--- src/rtl/logic_bit_pkg.sv ---
/*
 constants for the logic and bit-operation execution block.
 assumes one core clock and an 8-bit data path with 32 file registers.
*/
// Function
// - file AND: work register AND addressed file
// - destination bit picks work or file
// - literal AND with instruction low byte
// - literal AND writes work register only
// - bit clear zeroes selected bit only
// - bit set ones selected bit only
// - port self-modify reads pin levels
// - timer write clears assigned prescaler
package logic_bit_pkg;
  localparam int DATA_W   = 8;
  localparam int INSTR_W  = 12;
  localparam int ADDR_W   = 5;
  localparam int FILE_CNT = 32;
  localparam int BSEL_W   = 3;
  // opcode patterns and masks
  localparam logic [11:0] AND_FILE_MASK = 12'hfc0;
  localparam logic [11:0] AND_FILE_PAT  = 12'h140;
  localparam logic [11:0] AND_LIT_MASK  = 12'hf00;
  localparam logic [11:0] AND_LIT_PAT   = 12'he00;
  localparam logic [11:0] BIT_OP_MASK   = 12'hf00;
  localparam logic [11:0] BIT_CLR_PAT   = 12'h400;
  localparam logic [11:0] BIT_SET_PAT   = 12'h500;
  // instruction fields
  localparam int DEST_BIT = 5;
  localparam int BSEL_LSB = 5;
  // special register addresses
  localparam logic [4:0] TIMER_ADDR = 5'h01;
  localparam logic [4:0] PORT_ADDR  = 5'h06;
  localparam logic [7:0] DATA_RESET = 8'h00;
  typedef enum logic [2:0] {OP_NONE, OP_AND_FILE, OP_AND_LIT, OP_BIT_CLR, OP_BIT_SET} op_t;
endpackage : logic_bit_pkg

--- src/rtl/logic_and_bit_ops_exec.sv ---
/*
 executes file AND, literal AND, bit clear and bit set in one cycle.
 assumes instrValid pulses once per instruction cycle on ref_clk; the port
 pins come from outside and are synchronised here.
*/
module logic_and_bit_ops_exec
  import logic_bit_pkg::*;
(
  input  wire logic               ref_clk,
  input  wire logic               reset_n,
  input  wire logic               instrValid,
  input  wire logic [INSTR_W-1:0] instrWord,
  input  wire logic [DATA_W-1:0]  portPins,
  input  wire logic               prescalerToTimer,
  output logic [DATA_W-1:0]       workReg,
  output logic                    zeroFlag,
  output logic                    prescalerClear,
  output logic [DATA_W-1:0]       portLatch,
  output logic [DATA_W-1:0]       timerCount
);
  op_t                 opKind;
  logic [ADDR_W-1:0]   fileAddr;
  logic [BSEL_W-1:0]   bitSel;
  logic                destFile;
  logic [DATA_W-1:0]   literal;
  logic [DATA_W-1:0]   fileMem_ff [FILE_CNT];
  logic [DATA_W-1:0]   work_ff;
  logic                zero_ff;
  logic                presClr_ff;
  logic [DATA_W-1:0]   pinS1_ff;
  logic [DATA_W-1:0]   pinS2_ff;
  logic [DATA_W-1:0]   pinS3_ff;
  logic [DATA_W-1:0]   pinLevel_ff;
  logic [DATA_W-1:0]   srcVal;
  logic [DATA_W-1:0]   nxt_result;
  logic                writeFile;
  logic                writeWork;
  logic                portRead;
  logic                timerHit;
  logic                andOp;
  logic                fileWrEn;
  logic                workWrEn;
  logic [DATA_W-1:0]   bitMask;

  // ************
  // instruction decoder
  // ************
  instr_decode u_decode (
    .instrWord (instrWord),
    .opKind    (opKind),
    .fileAddr  (fileAddr),
    .bitSel    (bitSel),
    .destFile  (destFile),
    .literal   (literal)
  );

  // ************
  // pin synchroniser
  // ************
  always_ff @(posedge ref_clk or negedge reset_n) begin
    if (!reset_n) begin
      pinS1_ff <= DATA_RESET;
    end else begin
      pinS1_ff <= portPins;
    end
  end

  always_ff @(posedge ref_clk or negedge reset_n) begin
    if (!reset_n) begin
      pinS2_ff <= DATA_RESET;
    end else begin
      pinS2_ff <= pinS1_ff;
    end
  end

  always_ff @(posedge ref_clk or negedge reset_n) begin
    if (!reset_n) begin
      pinS3_ff <= DATA_RESET;
    end else begin
      pinS3_ff <= pinS2_ff;
    end
  end

  // a pin change counts once stages two and three agree
  always_ff @(posedge ref_clk or negedge reset_n) begin
    if (!reset_n) begin
      pinLevel_ff <= DATA_RESET;
    end else if (pinS2_ff == pinS3_ff) begin
      pinLevel_ff <= pinS3_ff;
    end
  end

  // ************
  // operand select
  // ************
  always_comb begin
    portRead = (fileAddr == PORT_ADDR);
    if (portRead) begin
      srcVal = pinLevel_ff;
    end else begin
      srcVal = fileMem_ff[fileAddr];
    end
  end

  assign timerHit = (fileAddr == TIMER_ADDR);

  // ************
  // bit select mask
  // ************
  generate
    for (genvar j = 0; j < DATA_W; j++) begin : g_mask
      assign bitMask[j] = (bitSel == BSEL_W'(j));
    end
  endgenerate

  // ************
  // result
  // ************
  always_comb begin
    nxt_result = DATA_RESET;
    case (opKind)
      OP_AND_FILE: begin
        nxt_result = work_ff & srcVal;
      end
      OP_AND_LIT: begin
        nxt_result = work_ff & literal;
      end
      OP_BIT_CLR: begin
        nxt_result = srcVal & ~bitMask;
      end
      OP_BIT_SET: begin
        nxt_result = srcVal | bitMask;
      end
      default: begin
        nxt_result = DATA_RESET;
      end
    endcase
  end

  // ************
  // write enables
  // ************
  always_comb begin
    writeFile = 1'b0;
    writeWork = 1'b0;
    case (opKind)
      OP_AND_FILE: begin
        writeFile = destFile;
        writeWork = !destFile;
      end
      OP_AND_LIT: begin
        writeWork = 1'b1;
      end
      OP_BIT_CLR: begin
        writeFile = 1'b1;
      end
      OP_BIT_SET: begin
        writeFile = 1'b1;
      end
      default: begin
        writeFile = 1'b0;
        writeWork = 1'b0;
      end
    endcase
  end

  assign andOp    = (opKind == OP_AND_FILE) || (opKind == OP_AND_LIT);
  assign fileWrEn = instrValid && writeFile;
  assign workWrEn = instrValid && writeWork;

  // ************
  // file registers
  // ************
  generate
    for (genvar i = 0; i < FILE_CNT; i++) begin : g_file
      always_ff @(posedge ref_clk or negedge reset_n) begin
        if (!reset_n) begin
          fileMem_ff[i] <= DATA_RESET;
        end else if (fileWrEn && fileAddr == ADDR_W'(i)) begin
          fileMem_ff[i] <= nxt_result;
        end
      end
    end
  endgenerate

  // ************
  // work register
  // ************
  always_ff @(posedge ref_clk or negedge reset_n) begin
    if (!reset_n) begin
      work_ff <= DATA_RESET;
    end else if (workWrEn) begin
      work_ff <= nxt_result;
    end
  end

  // ************
  // zero flag
  // ************
  always_ff @(posedge ref_clk or negedge reset_n) begin
    if (!reset_n) begin
      zero_ff <= 1'b0;
    end else if (instrValid && andOp) begin
      zero_ff <= (nxt_result == DATA_RESET);
    end
  end

  // ************
  // prescaler clear
  // ************
  always_ff @(posedge ref_clk or negedge reset_n) begin
    if (!reset_n) begin
      presClr_ff <= 1'b0;
    end else begin
      presClr_ff <= fileWrEn && timerHit && prescalerToTimer;
    end
  end

  // ************
  // outputs
  // ************
  assign workReg        = work_ff;
  assign zeroFlag       = zero_ff;
  assign prescalerClear = presClr_ff;
  assign portLatch      = fileMem_ff[PORT_ADDR];
  assign timerCount     = fileMem_ff[TIMER_ADDR];
endmodule : logic_and_bit_ops_exec

--- src/rtl/instr_decode.sv ---
/*
 decodes a 12-bit instruction word into an operation and fields.
 assumes the word is stable in the cycle it is presented.
*/
module instr_decode
  import logic_bit_pkg::*;
(
  input  wire logic [INSTR_W-1:0] instrWord,
  output op_t                     opKind,
  output logic [ADDR_W-1:0]       fileAddr,
  output logic [BSEL_W-1:0]       bitSel,
  output logic                    destFile,
  output logic [DATA_W-1:0]       literal
);
  assign fileAddr = instrWord[ADDR_W-1:0];
  assign bitSel   = instrWord[BSEL_LSB +: BSEL_W];
  assign destFile = instrWord[DEST_BIT];
  assign literal  = instrWord[DATA_W-1:0];
  always_comb begin
    if ((instrWord & AND_FILE_MASK) == AND_FILE_PAT) begin
      opKind = OP_AND_FILE;
    end else if ((instrWord & AND_LIT_MASK) == AND_LIT_PAT) begin
      opKind = OP_AND_LIT;
    end else if ((instrWord & BIT_OP_MASK) == BIT_CLR_PAT) begin
      opKind = OP_BIT_CLR;
    end else if ((instrWord & BIT_OP_MASK) == BIT_SET_PAT) begin
      opKind = OP_BIT_SET;
    end else begin
      opKind = OP_NONE;
    end
  end
endmodule : instr_decode

--- config.mk ---
export PLATFORM = sky130hd
export DESIGN_NAME = logic_and_bit_ops_exec
export DESIGN_NICKNAME = d
export VERILOG_FILES = /design/src/rtl/logic_bit_pkg.sv /design/src/rtl/logic_and_bit_ops_exec.sv /design/src/rtl/instr_decode.sv
export SDC_FILE = /design/constraint.sdc
export NUM_CORES = 1
export LEC_CHECK = 0
export ABC_CLOCK_PERIOD_IN_PS = 6300
export BUFFER_PORTS_ARGS = -buffer_cell sky130_fd_sc_hd__buf_2
export CAP_MARGIN = 20
export CORE_MARGIN = 2
export CORE_UTILIZATION = 50
export CTS_CLUSTER_DIAMETER = 40
export DETAILED_ROUTE_END_ITERATION = 10
export PLACE_DENSITY = 0.65
export SYNTH_ARGS = -nofsm -noshare
export SYNTH_HDL_FRONTEND = slang
export SYNTH_SLANG_ARGS = --single-unit
--- constraint.sdc ---
create_clock -name ref_clk -period 6.3 [get_ports ref_clk]
set_input_delay 1.89 -clock ref_clk [delete_from_list [all_inputs] [get_ports ref_clk]]
set_output_delay 1.89 -clock ref_clk [all_outputs]
set_load 0.05 [all_outputs]
# Yosys cells after proc, flatten, opt, wreduce, memory -nomap -nowiden
# Index checks and enable logic that the tools add are counted.
[totals]
inputBits = 24
output_inout_bits = 26
ff_bits = 298
[op_classes]
reduce_logical = 42
eq_ne = 47
n_lt_le_gt_ge = 1
muxes = 11
bitwise_logic = 6
[op_table]
columns = ["op", "n"]
rows = [
  ["5-bit equality test (second input constant)", 16],
  ["8-bit binary-select mux with 5-bit select", 1],
  ["5-bit by 4-bit equality test with 1-bit output (second input constant)", 8],
  ["1-bit logical AND", 36],
  ["8-bit case mux with 4 select lines", 1],
  ["8-bit AND", 3],
  ["8-bit 2-to-1 mux", 3],
  ["5-bit by 3-bit equality test with 1-bit output (second input constant)", 4],
  ["3-bit equality test (second input constant)", 5],
  ["3-bit by 2-bit equality test with 1-bit output (second input constant)", 4],
  ["3-bit 2-to-1 mux", 4],
  ["5-bit by 2-bit equality test with 1-bit output (second input constant)", 2],
  ["4-bit by 3-bit equality test with 1-bit output (second input constant)", 2],
  ["8-bit equality test", 1],
  ["8-bit logical NOT", 1],
  ["8-bit inverter", 1],
  ["8-bit bitwise OR", 1],
  ["3-bit by 1-bit equality test with 1-bit output (second input constant)", 2],
  ["6-bit by 3-bit equality test with 1-bit output (second input constant)", 1],
  ["6-bit >= comparator (second input constant)", 1],
  ["5-bit inverter with 6-bit output", 1],
  ["5-bit by 1-bit equality test with 1-bit output (second input constant)", 1],
  ["5-bit logical NOT", 1],
  ["4-bit equality test (second input constant)", 1],
  ["5 further kinds", 6],
]

# Longest topological paths before layout
# Gate-level depths: netlist of run 1.
[depth]
depth_word = 11
depth_mapped = 12
ltp_nobuf = 7

# By module
# Synthesis of run 1 repeated with hierarchy kept, for this count alone.
[hier_totals]
cells_unflattened = 1239
area_unflattened_um2 = 13640.6
[modules_own_cells]
columns = ["module", "instances", "cells_each", "area_per_inst_um2", "seq_area_each_um2"]
rows = [
  ["logic_and_bit_ops_exec", 1, 1215, 13461.7, 7457.2],
  ["instr_decode", 1, 24, 178.9, 0.0],
]

# Worst setup path before layout of run 1
# OpenSTA, ideal clock, no wires.
[synth_path]
path_type = "input -> register"
from = "input port instrWord[1]"
to = "register zero_ff (netlist: zeroFlag)"
n_path_buf = 4
required_time_ns = 6.208
arrival_time_ns = 3.938
slack_ns = 2.270
path_stages = 11
cell_sequence = "buf_4 -> buf_4 -> buf_4 -> buf_2 -> mux2_2 -> nand3_1 -> o311ai_0 -> a211oi_1 -> o31a_2 -> nand4_1 -> o31ai_2"
[synth_between]
elab_chain_len = 8
elab_cells_between_ends = 12
cone_classes = "eq/ne (1); mux (5); bitwise (5); reduce/logical (1)"
[synth_lines]
columns = ["item", "line", "rtl"]
rows = [
  ["start: declaration", "logic_and_bit_ops_exec.sv:12", "input wire logic [INSTR_W-1:0] instrWord,"],
  ["5-bit inverter with 6-bit output (implied by the code)", "logic_and_bit_ops_exec.sv:101", "srcVal = fileMem_ff[fileAddr];"],
  ["8-bit binary-select mux with 5-bit select", "logic_and_bit_ops_exec.sv:101", ""],
  ["8-bit 2-to-1 mux (implied by the code) (2 in a row)", "logic_and_bit_ops_exec.sv:101", ""],
  ["8-bit 2-to-1 mux", "logic_and_bit_ops_exec.sv:98", "if (portRead) begin"],
  ["8-bit bitwise OR (tied with other cells)", "logic_and_bit_ops_exec.sv:132", "nxt_result = srcVal | bitMask;"],
  ["8-bit case mux with 4 select lines *", "logic_and_bit_ops_exec.sv:121", "case (opKind)"],
  ["8-bit logical NOT *", "logic_and_bit_ops_exec.sv:204", "zero_ff <= (nxt_result == DATA_RESET);"],
  ["end signal: assignment", "logic_and_bit_ops_exec.sv:204", ""],
  ["end: declaration", "logic_and_bit_ops_exec.sv:28", "logic zero_ff;"],
]
# Mark *: on every way between the ends. The rest lies on a longest branch, timed or not. The select of a mux whose other input is x is not followed.
# A chain may end at the register's enable or synchronous reset.

# Final worst setup path of run 1
[layout_path]
from = "input port instrWord[0]"
to = "register fileMem_ff[172] (netlist bit)"
[layout_between]
elab_chain_len = 7
elab_cells_between_ends = 12
cone_classes = "eq/ne (2); mux (5); bitwise (4); reduce/logical (1)"
[layout_lines]
columns = ["item", "line", "rtl"]
rows = [
  ["5-bit inverter with 6-bit output (implied by the code)", "logic_and_bit_ops_exec.sv:101", ""],
  ["8-bit binary-select mux with 5-bit select", "logic_and_bit_ops_exec.sv:101", ""],
  ["8-bit 2-to-1 mux (implied by the code) (2 in a row)", "logic_and_bit_ops_exec.sv:101", ""],
  ["8-bit 2-to-1 mux", "logic_and_bit_ops_exec.sv:98", ""],
  ["8-bit bitwise OR (tied with other cells)", "logic_and_bit_ops_exec.sv:132", ""],
  ["8-bit case mux with 4 select lines", "logic_and_bit_ops_exec.sv:121", ""],
  ["end signal: indexed assignment", "logic_and_bit_ops_exec.sv:180", "fileMem_ff[i] <= nxt_result;"],
  ["end: declaration", "logic_and_bit_ops_exec.sv:26", "logic [DATA_W-1:0] fileMem_ff [FILE_CNT];"],
]
# Several ways; a longest one is shown, not always the timed one. The select of a mux whose other input is x is not followed.

==> metrics.cfg, run 1 <==
[outcome]
status = finished, final reports clean

[clocking]
cts_buffers = 41
clk_latency_ps = 530
post_cts_buffers = 0
cts_tree = built
hold_buffers = 0
ctsResizeCount = 0
cts-root-buf = clkbuf_16
cts.sinks = 298
cts.clk_slew.worst_paths_ps = 60
cts_max_level = 2
cts_buffer_depth = 3

[worst_setup_path]
critPathArrivalTime_ps = 5000
cpLargestDelayFamily = compound AO/OA/AOI/OAI gates
critPathMaxStageDelay_ps = 660
required_ps = 6680
crit_buf_inv = 2
critPathKind = primary input to flop
reg2reg_depth = 6
worst-r2r-setup-slack_ps = 3470
path_cells = buf_4, mux4_2, mux2_2, a211o_1, a21oi_2, buf_4, o21ai_0
startpoint_type = primary input
r2r-end = fileMem_ff[172]$_DFFE_PN0P_
cp_max_fo = 54
end_kind = flop
cp_common_cell = buf_4
timing.rr.start = fileMem_ff[164]$_DFFE_PN0P_
slowest_stage = buf_4

[timing]
hold_viol_final = 0
relSlewSlack_pct = 33.31
min_period_ps = 4623
drv_slew = 0
max_freq_mhz = 216.3
fin_worst_skew_ps = 15.94
period_share_pct = 73.38
final-setup-viol-count = 0
fin_tns_setup_ps = 0
grt_setup_unrepaired = false
worst_slew_pin_slew_ps = 993.7

[drt]
wirelength_um = 35490
final_antenna_net_count = 0
wl_per_cell_um = 22.40
post-route-drc-count = 0
dr.pass1.iters = 7
num_vias = 9295
via_per_inst = 5.868
drt_iter0_drc = 815

[global_routing]
use_met1_pct = 36.29
busiest_layer = met2
grt.met3_usage_pct = 3.691
grt_use_total_pct = 26.00
antenna_found_initial = 0
grt_max_degree = 120
grt_pass1_wl_um = 56240
grt_pass1_vias = 9476
grt_use_met2_pct = 41.99
grt-ovfl-total = 0

[floorplan]
dieArea_um2 = 28200
initial_core_util_pct = 50.42
io_pins = 50
rows = 60
die_h_um = 167.9
core_um2 = 26650
chipWidth_um = 167.9

[yosys]
ys_warn_count = 0
netlist_area_um2 = 13440
netlist_instances = 1191
synth_area_leaders = dfrtp_1 55%, mux2_2 8.5%, mux4_2 6.7%
ys_ff_latch = 298
yosysMostFrequentCell = dfrtp_1
synth_edf_count = 0
async_flop_share_pct = 100.0
yosysTopAreaCell = dfrtp_1
synth_common_cells = 298 x dfrtp_1, 130 x nand2_1, 116 x nor2_1
avgSynthCellArea_um2 = 11.28
seq_area_frac_synth_pct = 55.49
synth_nets = 1215
ys_types = 63
synth_top_area_share_pct = 55.49
ys.flop_type = dfrtp_1

[min_path]
hp-class = flop to flop
hold_path_end = pinS2_ff[0]$_DFF_PN0_
hp-start = pinS1_ff[0]$_DFF_PN0_
hold_depth = 0

[pwr]
peakVddDrop_v = 0.0002775
p_total_mw = 4.768
leakagePower_nw = 7.035
cellPowerDensity_nw_per_um2 = 310.9

[placement]
dpl.hpwl_um = 23330
place_congestion = 0.9044
numPortBuffers = 49

[layout]
final_util_pct = 57.54
area_growth_pct = 14.11
n_antenna_cell = 0
nets = 1235
final_layout_size_suffix_gt1_share_pct = 26.07

[job]
max_cap_violations = 0

## layer usage
metal	part of all wire, %	wire [um]
met4	3.6	1274
met5	0	0
met1	43	15270
met2	48	17000
met3	5.5	1941
## state kept, by name (all words and copies together), names as in the netlist, 8 cells and up
| register | flops |
|---|---|
| timerCount | 8 |
| pinS2_ff | 8 |
| fileMem_ff | 240 |
| portLatch | 8 |
| workReg | 8 |
| pinS1_ff | 8 |
| pinS3_ff | 8 |
| pinLevel_ff | 8 |
## through the flow
stage	cell area, um^2	hold slack [ps]	cells	setup slack [ps]
6_report	15330	347.1	1584	1677
5_1_grt	15330	354.4	1584	1480
4_1_cts	15330	348.9	1584	1703
3_5_place_dp	13910	336.2	1509	1141
3_3_place_gp	13910	335.3	1509	1164
2_1_floorplan	13440	331.2	1191	2270
## cells by family (layout without fill, tap and decap cells)
group	count (synthesis)	after routing	share of synthesized area [%]
simple gates	328	328	10.75
xor+xnor	8	8	0.5214
flops	298	298	55.49
mux	160	160	16.59
compound gates	279	279	11.93
buf+inv	118	170	4.711
## area by class of cell
cell class | instances | area (um^2)
fill | 2178 | 11320
sequential | 298 | 7457
multi-input combinational | 775 | 5406
clock buffer | 52 | 1129
timing repair buffer | 92 | 608.1
tap | 341 | 426.7
clock inverter | 23 | 295.3
inverter | 3 | 11.26
## placed cells by master, fill, tap and decap left out, drive strengths merged, types with 3 or more instances in the layout
| master | netlist | layout |
|---|---|---|
| a2111oi | 4 | 4 |
| a211oi | 4 | 4 |
| a21oi | 103 | 103 |
| a221o | 3 | 3 |
| a221oi | 6 | 6 |
| a22o | 3 | 3 |
| a22oi | 4 | 4 |
| a31oi | 6 | 6 |
| a32o | 3 | 3 |
| and2 | 4 | 4 |
| and3 | 3 | 3 |
| buf | 66 | 92 |
| bufinv | 0 | 5 |
| clkbuf | 49 | 52 |
| clkinv | 0 | 10 |
| clkinvlp | 0 | 3 |
| dfrtp | 298 | 298 |
| inv | 3 | 8 |
| mux2 | 102 | 102 |
| mux2i | 18 | 18 |
| mux4 | 40 | 40 |
| nand2 | 130 | 130 |
| nand2b | 8 | 8 |
| nand3 | 17 | 17 |
| nand4 | 8 | 8 |
| nor2 | 116 | 116 |
| nor2b | 7 | 7 |
| nor3 | 17 | 17 |
| nor3b | 5 | 5 |
| nor4 | 5 | 5 |
| o21ai | 111 | 111 |
| o221ai | 4 | 4 |
| o22ai | 12 | 12 |
| o31a | 3 | 3 |
| xnor2 | 8 | 8 |
## where the power goes
group / switching [mW] / total (mW) / leakage, nW / internal, mW
sequential: 0.0544 / 2.05 / 4.07 / 2.00
clock: 0.883 / 2.37 / 0.692 / 1.49
combinational: 0.218 / 0.339 / 2.28 / 0.122
total: 1.16 / 4.77 / 7.04 / 3.61
## how the worst max path moves through the flow
stage	slack (ps)	depth (start not counted)	end	startpoint
4_1_cts	1700	7	fileMem_ff[172]$_DFFE_PN0P_	instrWord[0]
5_1_grt	1480	9	fileMem_ff[222]$_DFFE_PN0P_	instrWord[0]
3_5_place_dp	1140	7	fileMem_ff[164]$_DFFE_PN0P_	instrWord[0]
6_report	1680	7	fileMem_ff[172]$_DFFE_PN0P_	instrWord[0]
3_3_place_gp	1160	7	workReg[4]$_DFFE_PN0P_	instrWord[0]
2_1_floorplan	2270	11	zeroFlag$_DFFE_PN0P_	instrWord[1]
Note: power is estimated with default switching activity, not from simulation.
==> run 2: changes to the inputs <==
--- a/config.mk
+++ b/config.mk
@@ -5,14 +5,15 @@
 export SDC_FILE = /design/constraint.sdc
 export NUM_CORES = 1
 export LEC_CHECK = 0
-export ABC_CLOCK_PERIOD_IN_PS = 6300
+export ABC_AREA = 1
+export ABC_CLOCK_PERIOD_IN_PS = 4100
 export BUFFER_PORTS_ARGS = -buffer_cell sky130_fd_sc_hd__buf_2
 export CAP_MARGIN = 20
 export CORE_MARGIN = 2
 export CORE_UTILIZATION = 50
 export CTS_CLUSTER_DIAMETER = 40
 export DETAILED_ROUTE_END_ITERATION = 10
-export PLACE_DENSITY = 0.65
+export PLACE_DENSITY = 0.67
 export SYNTH_ARGS = -nofsm -noshare
 export SYNTH_HDL_FRONTEND = slang
 export SYNTH_SLANG_ARGS = --single-unit
==> constraint.sdc (replaced) <==
create_clock -name ref_clk -period 4.1 [get_ports ref_clk]
set_input_delay 1.23 -clock ref_clk [delete_from_list [all_inputs] [get_ports ref_clk]]
set_output_delay 1.23 -clock ref_clk [all_outputs]
set_load 0.05 [all_outputs]
==> metrics.cfg, run 2 <==
[outcome]
status = finished, final reports clean

[worst_setup_path]
slowest_stage = buf_4
timing.rr.start = fileMem_ff[118]$_DFFE_PN0P_
critPathLaunch = instrWord[0]
critPathKind = primary input to flop
cp_max_fo = 23
required_ps = 4530
path_cells = buf_4, buf_4, nor2_2, buf_4, nand2_1, nand2_1, o21ai_0, nand2_1, nor2_1, nor2_1, nand2_1, nand2_1, inv_1, buf_4, nand2_1, o21a_1
critPathArrivalTime_ps = 3640
startpoint_type = primary input
end_kind = flop
worstSetupPathDepth = 16
cpLargestDelayFamily = buffers and inverters
cp_common_cell = nand2_1
critPathMaxStageDelay_ps = 360
reg2reg_depth = 12
crit_buf_inv = 5

[global_routing]
grt_max_degree = 80
grt_use_total_pct = 27.70
grt_pass1_vias = 12150
antenna_found_initial = 0
grt_pass1_wl_um = 67120
grt-ovfl-total = 0

[layout]
nFillCells = 2737
regMostFlops = fileMem_ff
final_common_cell = nand2_1
largest_reg_flops = 240
nets = 1993
final_layout_size_suffix_gt1_share_pct = 12.38
area_growth_pct = 12.95
layout_common_cells = 821 x nand2_1, 298 x dfrtp_1, 161 x nor2_1, 153 x inv_1, 117 x o21ai_0
n_antenna_cell = 0

[clocking]
cts_buffer_depth = 3
clk_latency_ps = 550
cts-root-buf = clkbuf_16
post_cts_buffers = 0
cts.clk_slew.worst_paths_ps = 60
cts.sinks = 298
cts_buffers = 45
hold_buffers = 0
cts_tree = built
ctsResizeCount = 0
cts_max_level = 2

[placement]
place_congestion = 0.9021
dpl.hpwl_um = 27140
numPortBuffers = 49

[floorplan]
chipWidth_um = 176.7
die_h_um = 176.7
rows = 63
dieArea_um2 = 31220
core_um2 = 29480
initial_core_util_pct = 50.58
io_pins = 50

[min_path]
hp-start = pinS1_ff[4]$_DFF_PN0_
hold_depth = 0
hp-class = flop to flop

[timing]
min_period_ps = 3212
relSlewSlack_pct = 51.28
hold_viol_final = 0
final-setup-viol-count = 0
fin_worst_skew_ps = 27.80
fin_tns_setup_ps = 0
period_share_pct = 78.35
worst_slew_pin_slew_ps = 728.1
grt_setup_unrepaired = false
drv_slew = 0
max_freq_mhz = 311.3
hold_slack_ps = 347.1

[pwr]
leakagePower_nw = 8.879
cellPowerDensity_nw_per_um2 = 472.6
switching_share_pct = 25.68
comb_power_share_pct = 8.7
p_int_mw = 5.915
clkPwrFrac_pct = 51.5
peakVddDrop_v = 0.0003840
share_seq_of_total_power_pct = 39.8
p_switching_mw = 2.044

[job]
max_cap_violations = 0

[drt]
drt_iter0_drc = 1188
dr.pass1.iters = 6
wl_per_cell_um = 17.40
final_antenna_net_count = 0
via_per_inst = 5.265
wirelength_um = 41650
num_vias = 12610
post-route-drc-count = 0

[yosys]
synth_common_cells = 821 x nand2_1, 298 x dfrtp_1, 161 x nor2_1
avgSynthCellArea_um2 = 7.682
async_flop_share_pct = 100.0
ys_types = 37
yosysTopAreaCell = dfrtp_1
ys_warn_count = 0
synth_nets = 1965
seq_area_frac_synth_pct = 50.01
netlist_area_um2 = 14910
synth_top_area_share_pct = 50.01
ys_ff_latch = 298
yosysMostFrequentCell = nand2_1
synth_area_leaders = dfrtp_1 50%, nand2_1 21%, nor2_1 4.1%
synth_edf_count = 0
ys.flop_type = dfrtp_1
netlist_instances = 1941

==> run 2: cell types whose count changed after synthesis, moves of 18 or more <==
cell,previous run,this run
mux4_2,40,0
mux2i_1,18,0
mux2_2,102,14
buf_4,21,45
clkbuf_1,48,7
a21oi_1,103,24
nor2_1,116,161
o21ai_1,8,106
inv_1,2,153
nand2_1,130,821
==> run 2: final timing paths <==
check | endpoint | slack (ps)
worst max-delay path | fileMem_ff[3]$_DFFE_PN0P_ | 890
worst min register to register | pinS2_ff[4]$_DFF_PN0_ | 350
worst max register to register | zeroFlag$_DFFE_PN0P_ | 2010
min in group asynchronous | fileMem_ff[73]$_DFFE_PN0P_ | 700
max in group asynchronous | fileMem_ff[235]$_DFFE_PN0P_ | 2500
worst min-delay path | pinS2_ff[4]$_DFF_PN0_ | 350
==> run 2: area by class of cell <==
type	count	area [um^2]	area share [%]
multi-input combinational	1361	5998	35.62
inverter	170	643.1	3.819
timing repair buffer	93	638.1	3.789
clock buffer	53	1229	7.296
clock inverter	29	387.9	2.303
tap	390	488.0	2.897
sequential	298	7457	44.28
==> run 2: power groups by stage <==
stage / combinational [mW] / sequential [mW] / clock, mW
2_1_floorplan: 0.421 / 3.23 / 0
3_3_place_gp: 0.674 / 3.22 / 0
3_5_place_dp: 0.685 / 3.22 / 0
4_1_cts: 0.688 / 3.17 / 4.15
5_1_grt: 0.768 / 3.19 / 4.27
6_report: 0.691 / 3.17 / 4.10
==> run 2: cells by family (layout without fill, tap and decap cells) <==
group / Yosys count / after routing / share of synthesized area, %
muxes: 14 / 14 / 1.057
DFF: 298 / 298 / 50.01
buffers and inverters: 282 / 345 / 9.759
AOI/OAI and AO/OA: 273 / 273 / 9.675
and+or+nand+nor: 1066 / 1066 / 29.03
xor gates and xnor gates: 8 / 8 / 0.4699
==> run 2: metrics by stage <==
stage                     util [%]  power [mW]  setup WS [ps]  instances  area, um^2
after global placement       51.64       3.890          411.1       2312       15220
after global routing         57.13       8.219          685.7       2394       16840
after floorplan                  -       3.654           1324       1941       14910
after CTS                    57.13       8.004          935.0       2394       16840
final                        57.13       7.959          887.6       2394       16840
after detailed placement     51.64       3.904          381.1       2312       15220
==> run 2: worst reg2reg max path, cell delays in order (launching register included) <==
cell and delay (ps):
dfrtp_1 360, inv_1 80, o21ai_0 90, o21ai_1 360, nand2_1 90, nor2_1 270, nor2_1 80, nand2_1 80
nand2_2 60, buf_4 230, nor2_1 120, nand2_1 60, o21bai_1 130
==> run 2: routing by layer <==
| metal | wire [um] | track usage (%) |
|---|---|---|
| met4 | 1272 | 8.988 |
| met1 | 18370 | 39.82 |
| met3 | 3555 | 6.014 |
| met5 | 0 | 0 |
| met2 | 18450 | 41.91 |
==> run 3: changes to the inputs <==
--- a/config.mk
+++ b/config.mk
@@ -6,7 +6,7 @@
 export NUM_CORES = 1
 export LEC_CHECK = 0
 export ABC_AREA = 1
-export ABC_CLOCK_PERIOD_IN_PS = 4100
+export ABC_CLOCK_PERIOD_IN_PS = 2900
 export BUFFER_PORTS_ARGS = -buffer_cell sky130_fd_sc_hd__buf_2
 export CAP_MARGIN = 20
 export CORE_MARGIN = 2
==> constraint.sdc (replaced) <==
create_clock -name ref_clk -period 2.9 [get_ports ref_clk]
set_input_delay 0.87 -clock ref_clk [delete_from_list [all_inputs] [get_ports ref_clk]]
set_output_delay 0.87 -clock ref_clk [all_outputs]
set_load 0.05 [all_outputs]
==> metrics.cfg, run 3 (synthesis gave the netlist of run 2 again) <==
[outcome]
status = finished, final reports clean

[worst_setup_path]
required_ps = 3310
slowest_stage = buf_4
critPathKind = primary input to flop
critPathLaunch = instrWord[1]
timing.rr.start = fileMem_ff[163]$_DFFE_PN0P_
path_cells = buf_2, buf_4, nor2_1, buf_4, nand2_1, nand3_1, nand2_1, nand2_1, o21bai_1, nand2_1, nand2_1, nand2_1, inv_1, buf_12, nand2_1, o21a_1
crit_path_end = fileMem_ff[43]$_DFFE_PN0P_
critPathArrivalTime_ps = 2980
critPathMaxStageDelay_ps = 270
startpoint_type = primary input
worst-r2r-setup-slack_ps = 860
reg2reg_depth = 14
cp_common_cell = nand2_1
r2r-end = fileMem_ff[43]$_DFFE_PN0P_
cp_max_fo = 20
end_kind = flop

[layout]
regMostFlops = fileMem_ff
largest_reg_flops = 240
final_common_cell = nand2_1
n_antenna_cell = 0
final_cells = 2448
nets = 2049
layout_common_cells = 821 x nand2_1, 298 x dfrtp_1, 161 x nor2_1, 153 x inv_1, 117 x o21ai_0
final_layout_size_suffix_gt1_share_pct = 14.77
area_growth_pct = 17.51

[pwr]
peakVddDrop_v = 0.0004721
p_int_mw = 8.176
share_seq_of_total_power_pct = 40.7
p_total_mw = 11.01
p_switching_mw = 2.835
switching_share_pct = 25.75
cellPowerDensity_nw_per_um2 = 628.4
clkPwrFrac_pct = 49.6
leakagePower_nw = 9.250
comb_power_share_pct = 9.7

[floorplan]
initial_core_util_pct = 50.58
rows = 63
io_pins = 50
die_h_um = 176.7
chipWidth_um = 176.7
core_um2 = 29480
dieArea_um2 = 31220

[clocking]
hold_buffers = 0
cts_buffer_depth = 3
cts_max_level = 2
cts.clk_slew.worst_paths_ps = 60
post_cts_buffers = 0
ctsResizeCount = 0
cts-root-buf = clkbuf_16
clk_latency_ps = 530
cts_tree = built
cts_buffers = 43
cts.sinks = 298

[global_routing]
grt_use_total_pct = 27.77
grt-ovfl-total = 0
antenna_found_initial = 0
grt_pass1_vias = 12270
grt_pass1_wl_um = 67470
grt_max_degree = 70

[timing]
drv_slew = 0
max_freq_mhz = 390.3
final-setup-viol-count = 0
relSlewSlack_pct = 59.74
hold_slack_ps = 267.9
min_period_ps = 2562
worst_slew_pin_slew_ps = 603.9
grt_setup_unrepaired = false
hold_viol_final = 0
period_share_pct = 88.34
fin_worst_skew_ps = 13.35

[placement]
place_congestion = 0.8988
numPortBuffers = 49
dpl.hpwl_um = 28980
placed_cells = 2370

[job]
max_cap_violations = 0

[drt]
drt_iter0_drc = 973
via_per_inst = 5.196
wirelength_um = 42000
final_antenna_net_count = 0
wl_per_cell_um = 17.15
dr.pass1.iters = 8
num_vias = 12720
post-route-drc-count = 0

[min_path]
hp-class = primary input to async pin

run 3: critical path: cells and delay by family:
kind                   cells  cell delay, ps
AND/OR/NAND/NOR            9             730
buffers and inverters      5            1040
AO/OA/AOI/OAI              2             320
run 3: final cells by class:
cell class / count / area, um^2
Timing Repair Buffer: 151 / 1411
Fill cell: 2652 / 11960
Inverter: 170 / 643.1
Clock buffer: 51 / 1199
Clock inverter: 27 / 325.3
Tap cell: 390 / 488.0
Sequential cell: 298 / 7457
Multi-Input combinational cell: 1361 / 5998
run 3: stage by stage:
stage | setup WS [ps] | TNS (ps) | area (um^2) | utilization, %
after detailed placement | -161.4 | -8950 | 16000 | 54.27
after global placement | -141.2 | -8949 | 16000 | 54.27
after floorplan | 484.1 | 0 | 14910 | -
after CTS | 377.7 | 0 | 17520 | 59.43
final | 338.2 | 0 | 17520 | 59.43
after global routing | 249.4 | 0 | 17520 | 59.43
run 3: layer usage:
layer	track usage (%)	up-vias	wire (um)
met5	0	-	0
met2	43.57	515	19130
li1	-	6159	-
met1	39.17	5964	18380
met3	5.241	82	3434
met4	8.815	0	1051
run 3: power groups by stage:
stage,registers [mW],clock network [mW],logic [mW]
after global routing,4.50,5.71,1.18
after floorplan,4.57,0,0.596
final,4.48,5.46,1.07
after CTS,4.48,5.52,1.07
after detailed placement,4.55,0,1.06
after global placement,4.54,0,1.05
run 3: worst min path at each step:
stage | start | endpoint | slack (ps) | depth (start not counted)
global placement | pinS1_ff[0]$_DFF_PN0_ | pinS2_ff[0]$_DFF_PN0_ | 330 | 0
detailed placement | pinS1_ff[7]$_DFF_PN0_ | pinS2_ff[7]$_DFF_PN0_ | 340 | 0
global route | reset_n | fileMem_ff[22]$_DFFE_PN0P_ | 290 | 1
finish | reset_n | fileMem_ff[22]$_DFFE_PN0P_ | 270 | 1
floorplan | pinS1_ff[0]$_DFF_PN0_ | pinS2_ff[0]$_DFF_PN0_ | 330 | 0
CTS | reset_n | fileMem_ff[22]$_DFFE_PN0P_ | 280 | 1
